**src/verilog/acr_cfg.svh**
```systemverilog
// offsets, field positions, reset values and fixed codes of the calibration register slice
`ifndef ACR_CFG_SVH
`define ACR_CFG_SVH

`define ACR_ADDR_W        7
`define ACR_DATA_W        24
`define ACR_PTR_W         4
`define ACR_MAX_CH        16

`define ACR_OFF_CH_PTR    7'h25
`define ACR_OFF_SOC       7'h26
`define ACR_OFF_GAIN      7'h27
`define ACR_OFF_CODE      7'h40

`define ACR_PTR_MSB       3
`define ACR_PTR_LSB       0
`define ACR_CODE_MSB      23
`define ACR_CODE_LSB      6
`define ACR_CODE_W        18

`define ACR_PTR_RST       4'h0
`define ACR_SOC_RST       24'h000000
`define ACR_GAIN_RST      24'hC00000
`define ACR_CODE_RST      18'h00000
`define ACR_GAIN_UNITY    24'h800000
`define ACR_SOC_ZERO      24'h000000
`define ACR_RD_ZERO       24'h000000

`endif

```
**src/verilog/acr_pkg.sv**
```systemverilog
// types shared by the calibration register slice
package acr_pkg;

  // state of the register front end
  typedef struct packed
  {
    logic [3:0]  ptr;
    logic [17:0] code;
    logic [23:0] rdata;
    logic        rvalid;
    logic [23:0] corr_off;
    logic [23:0] corr_gain;
  } acr_main_state_t;

endpackage

```
**src/verilog/acr_coeff_store.sv**
```systemverilog
// per-channel offset and gain coefficient storage
`timescale 1ns/10ps
`include "acr_cfg.svh"

module acr_coeff_store #(
  parameter int NUM_CH = `ACR_MAX_CH
) (
  input  wire logic        clk_i,       // system clock
  input  wire logic        sys_rst_i,   // synchronous reset, active high
  input  wire logic        wr_off_i,    // write offset of wr_idx_i
  input  wire logic        wr_gain_i,   // write gain of wr_idx_i
  input  wire logic [3:0]  wr_idx_i,    // channel written and read back
  input  wire logic [23:0] wdata_i,     // coefficient to store
  input  wire logic [3:0]  corr_idx_i,  // channel whose coefficients feed correction
  output logic      [23:0] rd_off_o,    // offset of wr_idx_i
  output logic      [23:0] rd_gain_o,   // gain of wr_idx_i
  output logic      [23:0] cr_off_o,    // offset of corr_idx_i
  output logic      [23:0] cr_gain_o    // gain of corr_idx_i
);

  typedef struct packed
  {
    logic [NUM_CH-1:0][23:0] off;
    logic [NUM_CH-1:0][23:0] gain;
  } acr_store_state_t;

  acr_store_state_t state_reg;
  acr_store_state_t state_next;

  // the index ports are four bits wide, so no more than 16 channels can be reached
  if (NUM_CH < 1 || NUM_CH > `ACR_MAX_CH)
  begin
    $error("acr_coeff_store: NUM_CH must be 1 to 16");
  end

  logic wr_in_range;
  logic corr_in_range;
  assign wr_in_range   = 32'(wr_idx_i) < NUM_CH;
  assign corr_in_range = 32'(corr_idx_i) < NUM_CH;

  // ******************************************
  // storage update
  // ******************************************
  // every channel owns its own pair; outside reset only the pointed entry may change
  always_comb
  begin
    state_next = state_reg;
    for (int i = 0; i < NUM_CH; i++)
    begin
      if (wr_off_i && wr_idx_i == 4'(i))
        state_next.off[i] = wdata_i;
      if (wr_gain_i && wr_idx_i == 4'(i))
        state_next.gain[i] = wdata_i;
    end
    if (sys_rst_i)
    begin
      for (int i = 0; i < NUM_CH; i++)
      begin
        state_next.off[i]  = `ACR_SOC_RST;
        state_next.gain[i] = `ACR_GAIN_RST;
      end
    end
  end

  always_ff @(posedge clk_i)
  begin
    state_reg <= state_next;
  end

  // pointers past the last channel read as zero and store nothing
  assign rd_off_o  = wr_in_range   ? state_reg.off[wr_idx_i]    : `ACR_RD_ZERO;
  assign rd_gain_o = wr_in_range   ? state_reg.gain[wr_idx_i]   : `ACR_RD_ZERO;
  assign cr_off_o  = corr_in_range ? state_reg.off[corr_idx_i]  : `ACR_RD_ZERO;
  assign cr_gain_o = corr_in_range ? state_reg.gain[corr_idx_i] : `ACR_RD_ZERO;

  // ******************************************
  // checks
  // ******************************************
  a_gain_reset_val: assert property (@(posedge clk_i)
    sys_rst_i |=> state_reg.gain[0] == `ACR_GAIN_RST && state_reg.off[0] == `ACR_SOC_RST)
    else $error("coefficients not at reset value after reset");

  // reset is released by the edge that starts an attempt, so the antecedent excludes it
  a_other_ch_kept: assert property (@(posedge clk_i) disable iff (sys_rst_i)
    (!sys_rst_i && wr_off_i && wr_idx_i != corr_idx_i) ##1 (corr_idx_i == $past(corr_idx_i))
      |-> cr_off_o == $past(cr_off_o))
    else $error("write to one channel changed another channel");

endmodule

```
**src/verilog/acr_cal_regs.sv**
```systemverilog
// calibration pointer, coefficient access and output code write registers
`timescale 1ns/10ps
`include "acr_cfg.svh"

// Operation
// - four-bit read/write channel pointer in bits 3:0, resets to zero, upper bits zero
// - pointer uses the same channel numbering as the active input select
// - offset and gain registers reach only the channel named by the pointer
// - offset coefficient is 24-bit two's complement, read/write, resets to zero
// - gain coefficient is 24-bit unsigned, read/write, resets to 0xC00000
// - coefficient writes dropped while converting on the pointed channel
// - output code is 18 bits in 23:6, bits 5:0 reserved
// - output code is write-only, resets to zero, reads return zero
// - gain bypass makes correction use 0x800000 for every channel
// - offset bypass makes correction use zero for every channel
module acr_cal_regs #(
  parameter int NUM_CH = `ACR_MAX_CH
) (
  input  wire logic        clk_i,          // system clock, 250 MHz
  input  wire logic        sys_rst_i,      // synchronous reset, active high
  input  wire logic        wr_en_i,        // one-cycle register write strobe
  input  wire logic        rd_en_i,        // one-cycle register read strobe
  input  wire logic [6:0]  addr_i,         // register address
  input  wire logic [23:0] wdata_i,        // write data
  input  wire logic        conv_busy_i,    // an ADC conversion is running
  input  wire logic [3:0]  active_input_channel_select_i, // channel being converted
  input  wire logic        gain_correction_bypass_i,      // global gain bypass
  input  wire logic        offset_correction_bypass_i,    // global offset bypass
  input  wire logic [3:0]  corr_ch_i,      // channel the correction datapath asks for
  output logic      [23:0] rdata_o,        // read data, held until next read
  output logic             rvalid_o,       // one-cycle pulse with rdata_o
  output logic      [3:0]  cal_channel_pointer_o, // current pointer
  output logic      [17:0] output_code_o,  // analog output code
  output logic      [23:0] corr_offset_o,  // offset applied to corr_ch_i
  output logic      [23:0] corr_gain_o     // gain applied to corr_ch_i
);

  acr_pkg::acr_main_state_t state_reg;
  acr_pkg::acr_main_state_t state_next;

  // the pointer is four bits wide, so no more than 16 channels can be named
  if (NUM_CH < 1 || NUM_CH > `ACR_MAX_CH)
  begin
    $error("acr_cal_regs: NUM_CH must be 1 to 16");
  end

  logic        hit_ptr;
  logic        hit_soc;
  logic        hit_gain;
  logic        hit_code;
  logic        wr_blocked;
  logic        wr_off;
  logic        wr_gain;
  logic [23:0] st_off;
  logic [23:0] st_gain;
  logic [23:0] st_cr_off;
  logic [23:0] st_cr_gain;

  // ******************************************
  // address decode
  // ******************************************
  assign hit_ptr  = addr_i == `ACR_OFF_CH_PTR;
  assign hit_soc  = addr_i == `ACR_OFF_SOC;
  assign hit_gain = addr_i == `ACR_OFF_GAIN;
  assign hit_code = addr_i == `ACR_OFF_CODE;

  // pointer and active select share one numbering, so a plain compare finds the clash
  assign wr_blocked = conv_busy_i && (state_reg.ptr == active_input_channel_select_i);
  assign wr_off     = wr_en_i && hit_soc && !wr_blocked;
  assign wr_gain    = wr_en_i && hit_gain && !wr_blocked;

  acr_coeff_store #(
    .NUM_CH (NUM_CH)
  ) i_acr_coeff_store (
    .clk_i      (clk_i),
    .sys_rst_i  (sys_rst_i),
    .wr_off_i   (wr_off),
    .wr_gain_i  (wr_gain),
    .wr_idx_i   (state_reg.ptr),
    .wdata_i    (wdata_i),
    .corr_idx_i (corr_ch_i),
    .rd_off_o   (st_off),
    .rd_gain_o  (st_gain),
    .cr_off_o   (st_cr_off),
    .cr_gain_o  (st_cr_gain)
  );

  // ******************************************
  // register state
  // ******************************************
  always_comb
  begin
    state_next        = state_reg;
    state_next.rvalid = 1'b0;
    if (wr_en_i && hit_ptr)
      state_next.ptr = wdata_i[`ACR_PTR_MSB:`ACR_PTR_LSB];
    if (wr_en_i && hit_code)
      state_next.code = wdata_i[`ACR_CODE_MSB:`ACR_CODE_LSB];
    if (rd_en_i)
    begin
      state_next.rvalid = 1'b1;
      // write-only code and unmapped addresses read as zero
      state_next.rdata  = `ACR_RD_ZERO;
      if (hit_ptr)
        state_next.rdata = {20'h00000, state_reg.ptr};
      else if (hit_soc)
        state_next.rdata = st_off;
      else if (hit_gain)
        state_next.rdata = st_gain;
    end
    // correction values are one cycle behind corr_ch_i; the datapath is slow enough
    state_next.corr_off  = offset_correction_bypass_i ? `ACR_SOC_ZERO : st_cr_off;
    state_next.corr_gain = gain_correction_bypass_i ? `ACR_GAIN_UNITY : st_cr_gain;
    if (sys_rst_i)
    begin
      state_next.ptr       = `ACR_PTR_RST;
      state_next.code      = `ACR_CODE_RST;
      state_next.rdata     = `ACR_RD_ZERO;
      state_next.rvalid    = 1'b0;
      state_next.corr_off  = `ACR_SOC_RST;
      state_next.corr_gain = `ACR_GAIN_RST;
    end
  end

  always_ff @(posedge clk_i)
  begin
    state_reg <= state_next;
  end

  assign rdata_o               = state_reg.rdata;
  assign rvalid_o              = state_reg.rvalid;
  assign cal_channel_pointer_o = state_reg.ptr;
  assign output_code_o         = state_reg.code;
  assign corr_offset_o         = state_reg.corr_off;
  assign corr_gain_o           = state_reg.corr_gain;

  // ******************************************
  // checks
  // ******************************************
  // reset may drop at the very edge that starts an attempt, so every antecedent except
  // that of a_ptr_reset_zero excludes a reset cycle; the host leaves one idle cycle between accesses
  a_ptr_write_read: assert property (@(posedge clk_i) disable iff (sys_rst_i)
    (!sys_rst_i && wr_en_i && hit_ptr) ##1 !wr_en_i ##1 (rd_en_i && hit_ptr && !wr_en_i)
      |=> rdata_o == {20'h00000, $past(wdata_i[3:0], 3)})
    else $error("pointer readback differs from value written");

  a_ptr_reset_zero: assert property (@(posedge clk_i)
    sys_rst_i |=> cal_channel_pointer_o == `ACR_PTR_RST)
    else $error("pointer not zero after reset");

  a_ptr_upper_zero: assert property (@(posedge clk_i) disable iff (sys_rst_i)
    (!sys_rst_i && rd_en_i && hit_ptr) |=> rdata_o[23:4] == 20'h00000)
    else $error("pointer read returned reserved bits");

  a_ptr_kept: assert property (@(posedge clk_i) disable iff (sys_rst_i)
    (!sys_rst_i && !(wr_en_i && hit_ptr))
      |=> cal_channel_pointer_o == $past(cal_channel_pointer_o))
    else $error("pointer changed without a pointer write");

  a_soc_roundtrip: assert property (@(posedge clk_i) disable iff (sys_rst_i)
    (!sys_rst_i && wr_en_i && hit_soc && !wr_blocked && 32'(state_reg.ptr) < NUM_CH)
      ##1 !wr_en_i ##1 (rd_en_i && hit_soc && !wr_en_i) |=> rdata_o == $past(wdata_i, 3))
    else $error("offset readback differs from value written");

  a_gain_roundtrip: assert property (@(posedge clk_i) disable iff (sys_rst_i)
    (!sys_rst_i && wr_en_i && hit_gain && !wr_blocked && 32'(state_reg.ptr) < NUM_CH)
      ##1 !wr_en_i ##1 (rd_en_i && hit_gain && !wr_en_i) |=> rdata_o == $past(wdata_i, 3))
    else $error("gain readback differs from value written");

  a_offset_lands: assert property (@(posedge clk_i) disable iff (sys_rst_i)
    (!sys_rst_i && wr_en_i && hit_soc && 32'(state_reg.ptr) < NUM_CH
      && !(conv_busy_i && state_reg.ptr == active_input_channel_select_i))
      |=> st_off == $past(wdata_i))
    else $error("offset write outside a clash did not land");

  a_gain_lands: assert property (@(posedge clk_i) disable iff (sys_rst_i)
    (!sys_rst_i && wr_en_i && hit_gain && 32'(state_reg.ptr) < NUM_CH
      && !(conv_busy_i && state_reg.ptr == active_input_channel_select_i))
      |=> st_gain == $past(wdata_i))
    else $error("gain write outside a clash did not land");

  a_busy_write_drop: assert property (@(posedge clk_i) disable iff (sys_rst_i)
    (!sys_rst_i && wr_en_i && (hit_soc || hit_gain) && conv_busy_i
      && state_reg.ptr == active_input_channel_select_i)
      |=> st_off == $past(st_off) && st_gain == $past(st_gain))
    else $error("coefficient changed by write during conversion");

  a_code_capture: assert property (@(posedge clk_i) disable iff (sys_rst_i)
    (!sys_rst_i && wr_en_i && hit_code) |=> output_code_o == $past(wdata_i[23:6]))
    else $error("output code not taken from bits 23:6");

  a_code_kept: assert property (@(posedge clk_i) disable iff (sys_rst_i)
    (!sys_rst_i && !(wr_en_i && hit_code)) |=> output_code_o == $past(output_code_o))
    else $error("output code changed without a code write");

  a_code_hidden: assert property (@(posedge clk_i) disable iff (sys_rst_i)
    (!sys_rst_i && rd_en_i && hit_code) |=> rvalid_o && rdata_o == `ACR_RD_ZERO)
    else $error("output code location returned data");

  a_unmapped_zero: assert property (@(posedge clk_i) disable iff (sys_rst_i)
    (!sys_rst_i && rd_en_i && !hit_ptr && !hit_soc && !hit_gain) |=> rdata_o == `ACR_RD_ZERO)
    else $error("unreadable location returned data");

  a_rvalid_pulse: assert property (@(posedge clk_i) disable iff (sys_rst_i)
    (!sys_rst_i && rd_en_i) |=> rvalid_o)
    else $error("read not answered in the next cycle");

  a_rvalid_only: assert property (@(posedge clk_i) disable iff (sys_rst_i)
    (!sys_rst_i && !rd_en_i) |=> !rvalid_o)
    else $error("read answer without a read");

  a_rdata_held: assert property (@(posedge clk_i) disable iff (sys_rst_i)
    (!sys_rst_i && !rd_en_i) |=> rdata_o == $past(rdata_o))
    else $error("read data changed without a read");

  a_gain_bypass: assert property (@(posedge clk_i) disable iff (sys_rst_i)
    (!sys_rst_i && gain_correction_bypass_i) |=> corr_gain_o == `ACR_GAIN_UNITY)
    else $error("gain bypass did not force unity gain");

  a_offset_bypass: assert property (@(posedge clk_i) disable iff (sys_rst_i)
    (!sys_rst_i && offset_correction_bypass_i) |=> corr_offset_o == `ACR_SOC_ZERO)
    else $error("offset bypass did not force zero offset");

  a_corr_follows: assert property (@(posedge clk_i) disable iff (sys_rst_i)
    (!sys_rst_i && !gain_correction_bypass_i) |=> corr_gain_o == $past(st_cr_gain))
    else $error("correction gain does not follow stored coefficient");

  a_offset_follows: assert property (@(posedge clk_i) disable iff (sys_rst_i)
    (!sys_rst_i && !offset_correction_bypass_i) |=> corr_offset_o == $past(st_cr_off))
    else $error("correction offset does not follow stored coefficient");

endmodule

```
**config.mk**
```make
export PLATFORM = sky130hd
export DESIGN_NAME = acr_cal_regs
export DESIGN_NICKNAME = d
export VERILOG_FILES = /design/src/verilog/acr_pkg.sv /design/src/verilog/acr_coeff_store.sv /design/src/verilog/acr_cal_regs.sv
export VERILOG_INCLUDE_DIRS = /design/src /design/src/verilog
export SDC_FILE = /design/constraint.sdc
export NUM_CORES = 2
export LEC_CHECK = 0
export BUFFER_PORTS_ARGS = -buffer_cell sky130_fd_sc_hd__buf_2
export CORE_ASPECT_RATIO = 0.8
export CORE_MARGIN = 1
export CORE_UTILIZATION = 40
export DETAILED_ROUTE_END_ITERATION = 8
export SLEW_MARGIN = 20
export SYNTH_ARGS = -nofsm -noshare
export SYNTH_HDL_FRONTEND = slang
export SYNTH_SLANG_ARGS = --single-unit
export TNS_END_PERCENT = 20
```
**constraint.sdc**
```tcl
create_clock -name clk_i -period 2.7 [get_ports clk_i]
set_input_delay 0.135 -clock clk_i [delete_from_list [all_inputs] [get_ports clk_i]]
set_output_delay 0.135 -clock clk_i [all_outputs]
set_load 0.005 [all_outputs]
```
After elaboration in Yosys (flattened, before gate mapping)
Index checks and enable logic that the tools add are counted.
{ "totals": {"out_inout_bits": 95, "register_bits": 863, "memories": 0, "input_bits": 46, "mem_bits_ro": 0, "ram_bits": 0, "latch_bits": 0} }
{ "op_classes": {"order_cmp": 2, "n_mux": 13, "reduce_logical": 43, "eq_ne": 20, "bitwise_logic": 0, "div_mod_pow": 0, "mul": 0, "add_sub_neg": 0, "shifts": 0} }
{ "op_table": {"columns": ["op", "n"], "rows": [
  ["24-bit binary-select mux with 4-bit select", 4],
  ["24-bit two-way mux", 7],
  ["1-bit logical AND", 39],
  ["4-bit == test (second input constant)", 8],
  ["23-bit two-way mux", 1],
  ["7-bit by 6-bit == test with 1-bit output (second input constant)", 3],
  ["4-bit by 3-bit == test with 1-bit output (second input constant)", 4],
  ["4-bit by 5-bit less-than comparator with 1-bit output (second input constant)", 2],
  ["4-bit by 2-bit == test with 1-bit output (second input constant)", 2],
  ["7-bit == test (second input constant)", 1],
  ["4-bit by 1-bit == test with 1-bit output (second input constant)", 1],
  ["4-bit == test", 1],
  ["4-bit logical NOT", 1],
  ["2-bit OR reduction", 2],
  ["1-bit logical NOT", 1],
  ["1-bit two-way mux", 1]
]} }

Logic depth before layout (Yosys ltp)
{ "depth": {"word_depth": 5, "depth_mapped": 10, "ltp_nobuf": 5} }

Hierarchy
From an unflattened synthesis, not the netlist that was laid out.
{ "hier_totals": {"cells_unflattened": 4715, "area_unflattened_um2": 44091.0} }
{ "by_module_without_submodules": {"columns": ["module", "cells_per_inst", "n_inst", "area_per_inst_um2"], "rows": [
  ["acr_coeff_store", 4379, 1, 40451.3],
  ["acr_cal_regs", 336, 1, 3639.7]
]} }

Worst setup path before layout
Ideal clock, no wire load.
{ "synth_timing": {"kind": "reg-to-reg", "startpoint": "register state_reg (netlist bit cal_channel_pointer_o[1])", "endpoint": "register state_reg (netlist bit rdata_o[10])", "path_buffers": 5, "slack_ns": 0.165, "arrival_ns": 2.418, "stages_incl_launch_ff": 10, "synth_period_minus_slack_ns": 2.535, "required_ns": 2.583, "path_cell_list": "dfxtp_1 > buf_2 > buf_2 > buf_2 > buf_2 > buf_1 > mux4_2 > a22oi_1 > nand3_1 > a22o_1"} }
{ "synth_between": {"elab_chain_cells": 5, "word_cells_on_any_way": 7} }
{ "synth_lines": {"columns": ["element", "line_no", "rtl"], "rows": [
  ["start: declaration", "acr_cal_regs.sv:38", "acr_pkg::acr_main_state_t state_reg;"],
  ["start signal: assignment", "acr_cal_regs.sv:127", "state_reg <= state_next;"],
  ["24-bit binary-select mux with 4-bit select", "acr_coeff_store.sv:72", "assign rd_gain_o = wr_in_range ? state_reg.gain[wr_idx_i] : `ACR_RD_ZERO;"],
  ["24-bit two-way mux (not written as such)", "acr_coeff_store.sv:72", null],
  ["24-bit two-way mux", "acr_cal_regs.sv:108", "else if (hit_gain)"],
  ["24-bit two-way mux (*)", "acr_cal_regs.sv:106", "else if (hit_soc)"],
  ["24-bit two-way mux (*)", "acr_cal_regs.sv:104", "if (hit_ptr)"]
]} }
Every way passes the cells marked *; elsewhere a longest branch is shown, timed or not. The select of a mux whose other input is x is not followed.
A chain may end at the register's enable or synchronous reset.

Final worst setup path
{ "layout_timing": {"startpoint": "register state_reg (netlist bit cal_channel_pointer_o[1])", "endpoint": "register i_acr_coeff_store.state_reg[311] (netlist name)"} }
{ "layout_between": {"elab_chain_cells": 5, "word_cells_on_any_way": 6} }
{ "layout_lines": {"columns": ["element", "line_no", "rtl"], "rows": [
  ["4-bit == test", "acr_cal_regs.sv:68", "assign wr_blocked = conv_busy_i && (state_reg.ptr == active_input_channel_select_i);"],
  ["1-bit logical AND", "acr_cal_regs.sv:68", null],
  ["1-bit logical NOT", "acr_cal_regs.sv:70", "assign wr_gain = wr_en_i && hit_gain && !wr_blocked;"],
  ["1-bit logical AND", "acr_cal_regs.sv:70", null],
  ["1-bit logical AND (*)", "acr_coeff_store.sv:52", "if (wr_gain_i && wr_idx_i == 4'(i))"],
  ["end signal: assignment", "acr_coeff_store.sv:67", "state_reg <= state_next;"],
  ["end: declaration", "acr_coeff_store.sv:27", "acr_store_state_t state_reg;"]
]} }
Every way passes the cells marked *; elsewhere a longest branch is shown, timed or not.

==> metrics <==
setup TNS 0 ps; vias in the first global route 30.8k; clk_lat worst skew 720 ps; Clock Path Buffers 3; WL/cell 26.8 µm; CTS Sinks around 860; Final Hold Viols 0; Root Buffer clkbuf_16; min cycle time layout 2450 ps; vias per cell 6.01; Mapped Nets ~3.9k; largest net degree at the start of global routing 114; crit path kind flip-flop to flip-flop; clock-pin slew on the worst setup and hold paths 70 ps; Antenna Violating Nets Remaining 0; Critical Path AT 3030 ps; hold path depth 5; worst setup path startpoint cal_channel_pointer_o[1]; GRT Total Usage 27.0%; Rel. slew slack about two fifths; share of the synthesized area in the top cell type 41.1%; GR Overflow Total 0; Syn. warnings 0; PortBufs 140; Psw 6.55 mW; crit share post-route approximately 91%; Final setup violation count 0; Final Max Tran Viols 0; Core Rows 105; post-layout util between 40% and 50%; Core Area 0.103 mm²; Place WS 156 ps; Post-synth top flop dfxtp_1; CTS buffer count 92; clock share of power 49.0%; die area between 0.1 and 0.15 mm²; RSZ-0062 raised after global routing false; commonest non-fill, non-tap cells in the layout dfxtp_1, mux2i_1, nor2_1; GPL Wtd Cong 0.883; Yosys top cell by area dfxtp_1; DR iter-0 viols 3814; CP Max Fanout 16; Static Leak 17.7 nW; DP Cell Count about 5.2k; HPWL after DPL 96500 µm; drc violations 0; syn_area_per_cell 10.8 µm²; crit path capture type flip-flop; Async S/R FF share, synth 0%; top cells by area, synth dfxtp_1, mux4_2, mux2i_1; number of distinct library cells after synthesis 49; CTS tree yes; launch point of the worst reg-to-reg path cal_channel_pointer_o[1]; postcts setup bufs 0; most common cell after layout, fill and taps aside dfxtp_1; post-synthesis cell area between 0.04 and 0.05 mm²; Initial Util 40.7%; PwrDens 564 mW/mm²; share of cells above drive strength 1 24.0%; sequential share of the synthesized area 41.1%; Ports 141; IR drop worst, VDD 412 µV; area delta synth->final 16.4%; Final WS setup 248 ps; TritonRoute pass-1 iters 6; hold_sp addr_i[3]; Power, Total around 28 mW; Setup Skew 36.0 ps; Logic pwr share 4.8%; FF-to-FF path depth 5; Post-synth EDFFs 0; register share of total power 46.2%; global-route wire length before repair 213000 µm; Gate Count Post-Synth 3883; fin cells 5411; Total Wirelength 145000 µm; number of flip-flops in the largest register around 770; final net count 3991; switching part of the total 23.7%; H-tree levels 3; initial antenna violation count 8; Max-cap violations 0; Via Count 32.5k; #FFs+latches synth 863; fmax between 400 and 500 MHz; CP required 3280 ps; Critical Path Source Type flip-flop; HP Class input pin to flip-flop; Die Y ~290 µm; Slew @ Worst Pin 894 ps; Pint 21.0 mW; status finished, final reports clean; Die Span X 365 µm
[per-layer routing]
layer  GRT usage [%]  vias up  share of wire [%]
met2            39.1     1536                 43
met3            6.97      199                 10
met4            8.21        8                3.0
met5               0        -              0.025
met1            39.3    16500                 44
li1                -    14300                  -
[area by class of cell]
class | count | area [µm²]
fill | 9330 | 54400
multi-input combinational | 2605 | 23200
sequential | 863 | 17300
timing repair buffer | 376 | 3480
clock buffer | 128 | 2670
tap | 1391 | 1740
clock inverter | 39 | 541
inverter | 7 | 26.3
antenna | 2 | 5.00
[cell usage after synthesis, types with 3 or more instances]
master	number
a2111oi_4	8
o211ai_1	17
a22o_1	19
buf_6	3
a22oi_1	41
a211oi_2	8
nand4_1	5
nor3_1	19
dfxtp_1	863
or2_2	3
o21ai_0	182
and2_1	4
clkbuf_1	273
xnor2_1	3
buf_4	16
a31oi_1	3
mux4_2	421
nand2_1	393
a211o_1	20
nand3_1	19
buf_1	40
mux2i_1	460
nor2b_1	66
a211oi_1	3
and3_1	4
o221ai_1	12
inv_1	7
nand3b_1	177
a21oi_1	222
nand2b_1	26
buf_2	76
o2111ai_1	11
nor2_1	430
a221oi_1	7
o211ai_2	4
[logic make-up (layout without fill, tap and decap cells)]
logic type / count (synthesis) / after routing / synth area share [%]
simple gates: 1155 / 1155 / 12.8
mux: 883 / 883 / 33.5
flops: 863 / 863 / 41.1
compound gates: 564 / 564 / 8.40
buf+inv: 415 / 550 / 4.13
xor+xnor: 3 / 3 / 0.0625
other cells: 0 / 2 / 0
[through the flow]
step / hold WS (ps) / instance area (µm²)
2_1_floorplan: 283 / 42100
3_3_place_gp: 410 / 45400
3_5_place_dp: 418 / 45400
4_1_cts: 90.8 / 49000
5_1_grt: 175 / 49000
6_report: 125 / 49000
[power by group through the flow]
stage          clock (mW)  sequential, mW  combinational (mW)
6_report             13.5            12.7                1.33
5_1_grt              14.2            12.7                1.38
4_1_cts              13.7            12.7                1.32
3_5_place_dp            0            13.0                1.28
3_3_place_gp            0            13.0                1.28
2_1_floorplan           0            13.0               0.732
[final timing paths]
kind | endpoint | slack [ps]
worst max-delay path | i_acr_coeff_store.state_reg[311] | 250
worst min-delay path | output_code_o[4] | 130
worst max register to register | i_acr_coeff_store.state_reg[311] | 250
worst min register to register | i_acr_coeff_store.state_reg[150] | 460
[critical path, stage by stage (launching register included)]
cell,delay [ps]
dfxtp_4,570
xnor2_1,180
and4_2,830
a211oi_4,140
buf_4,270
a211o_1,320
[what timing repair did]
action,4_1_cts,5_1_grt
hold buffers,30,0
endpoints found under the hold margin,251,0
gates resized for setup,0,0
No activity file was read; power rests on OpenSTA's default activity.
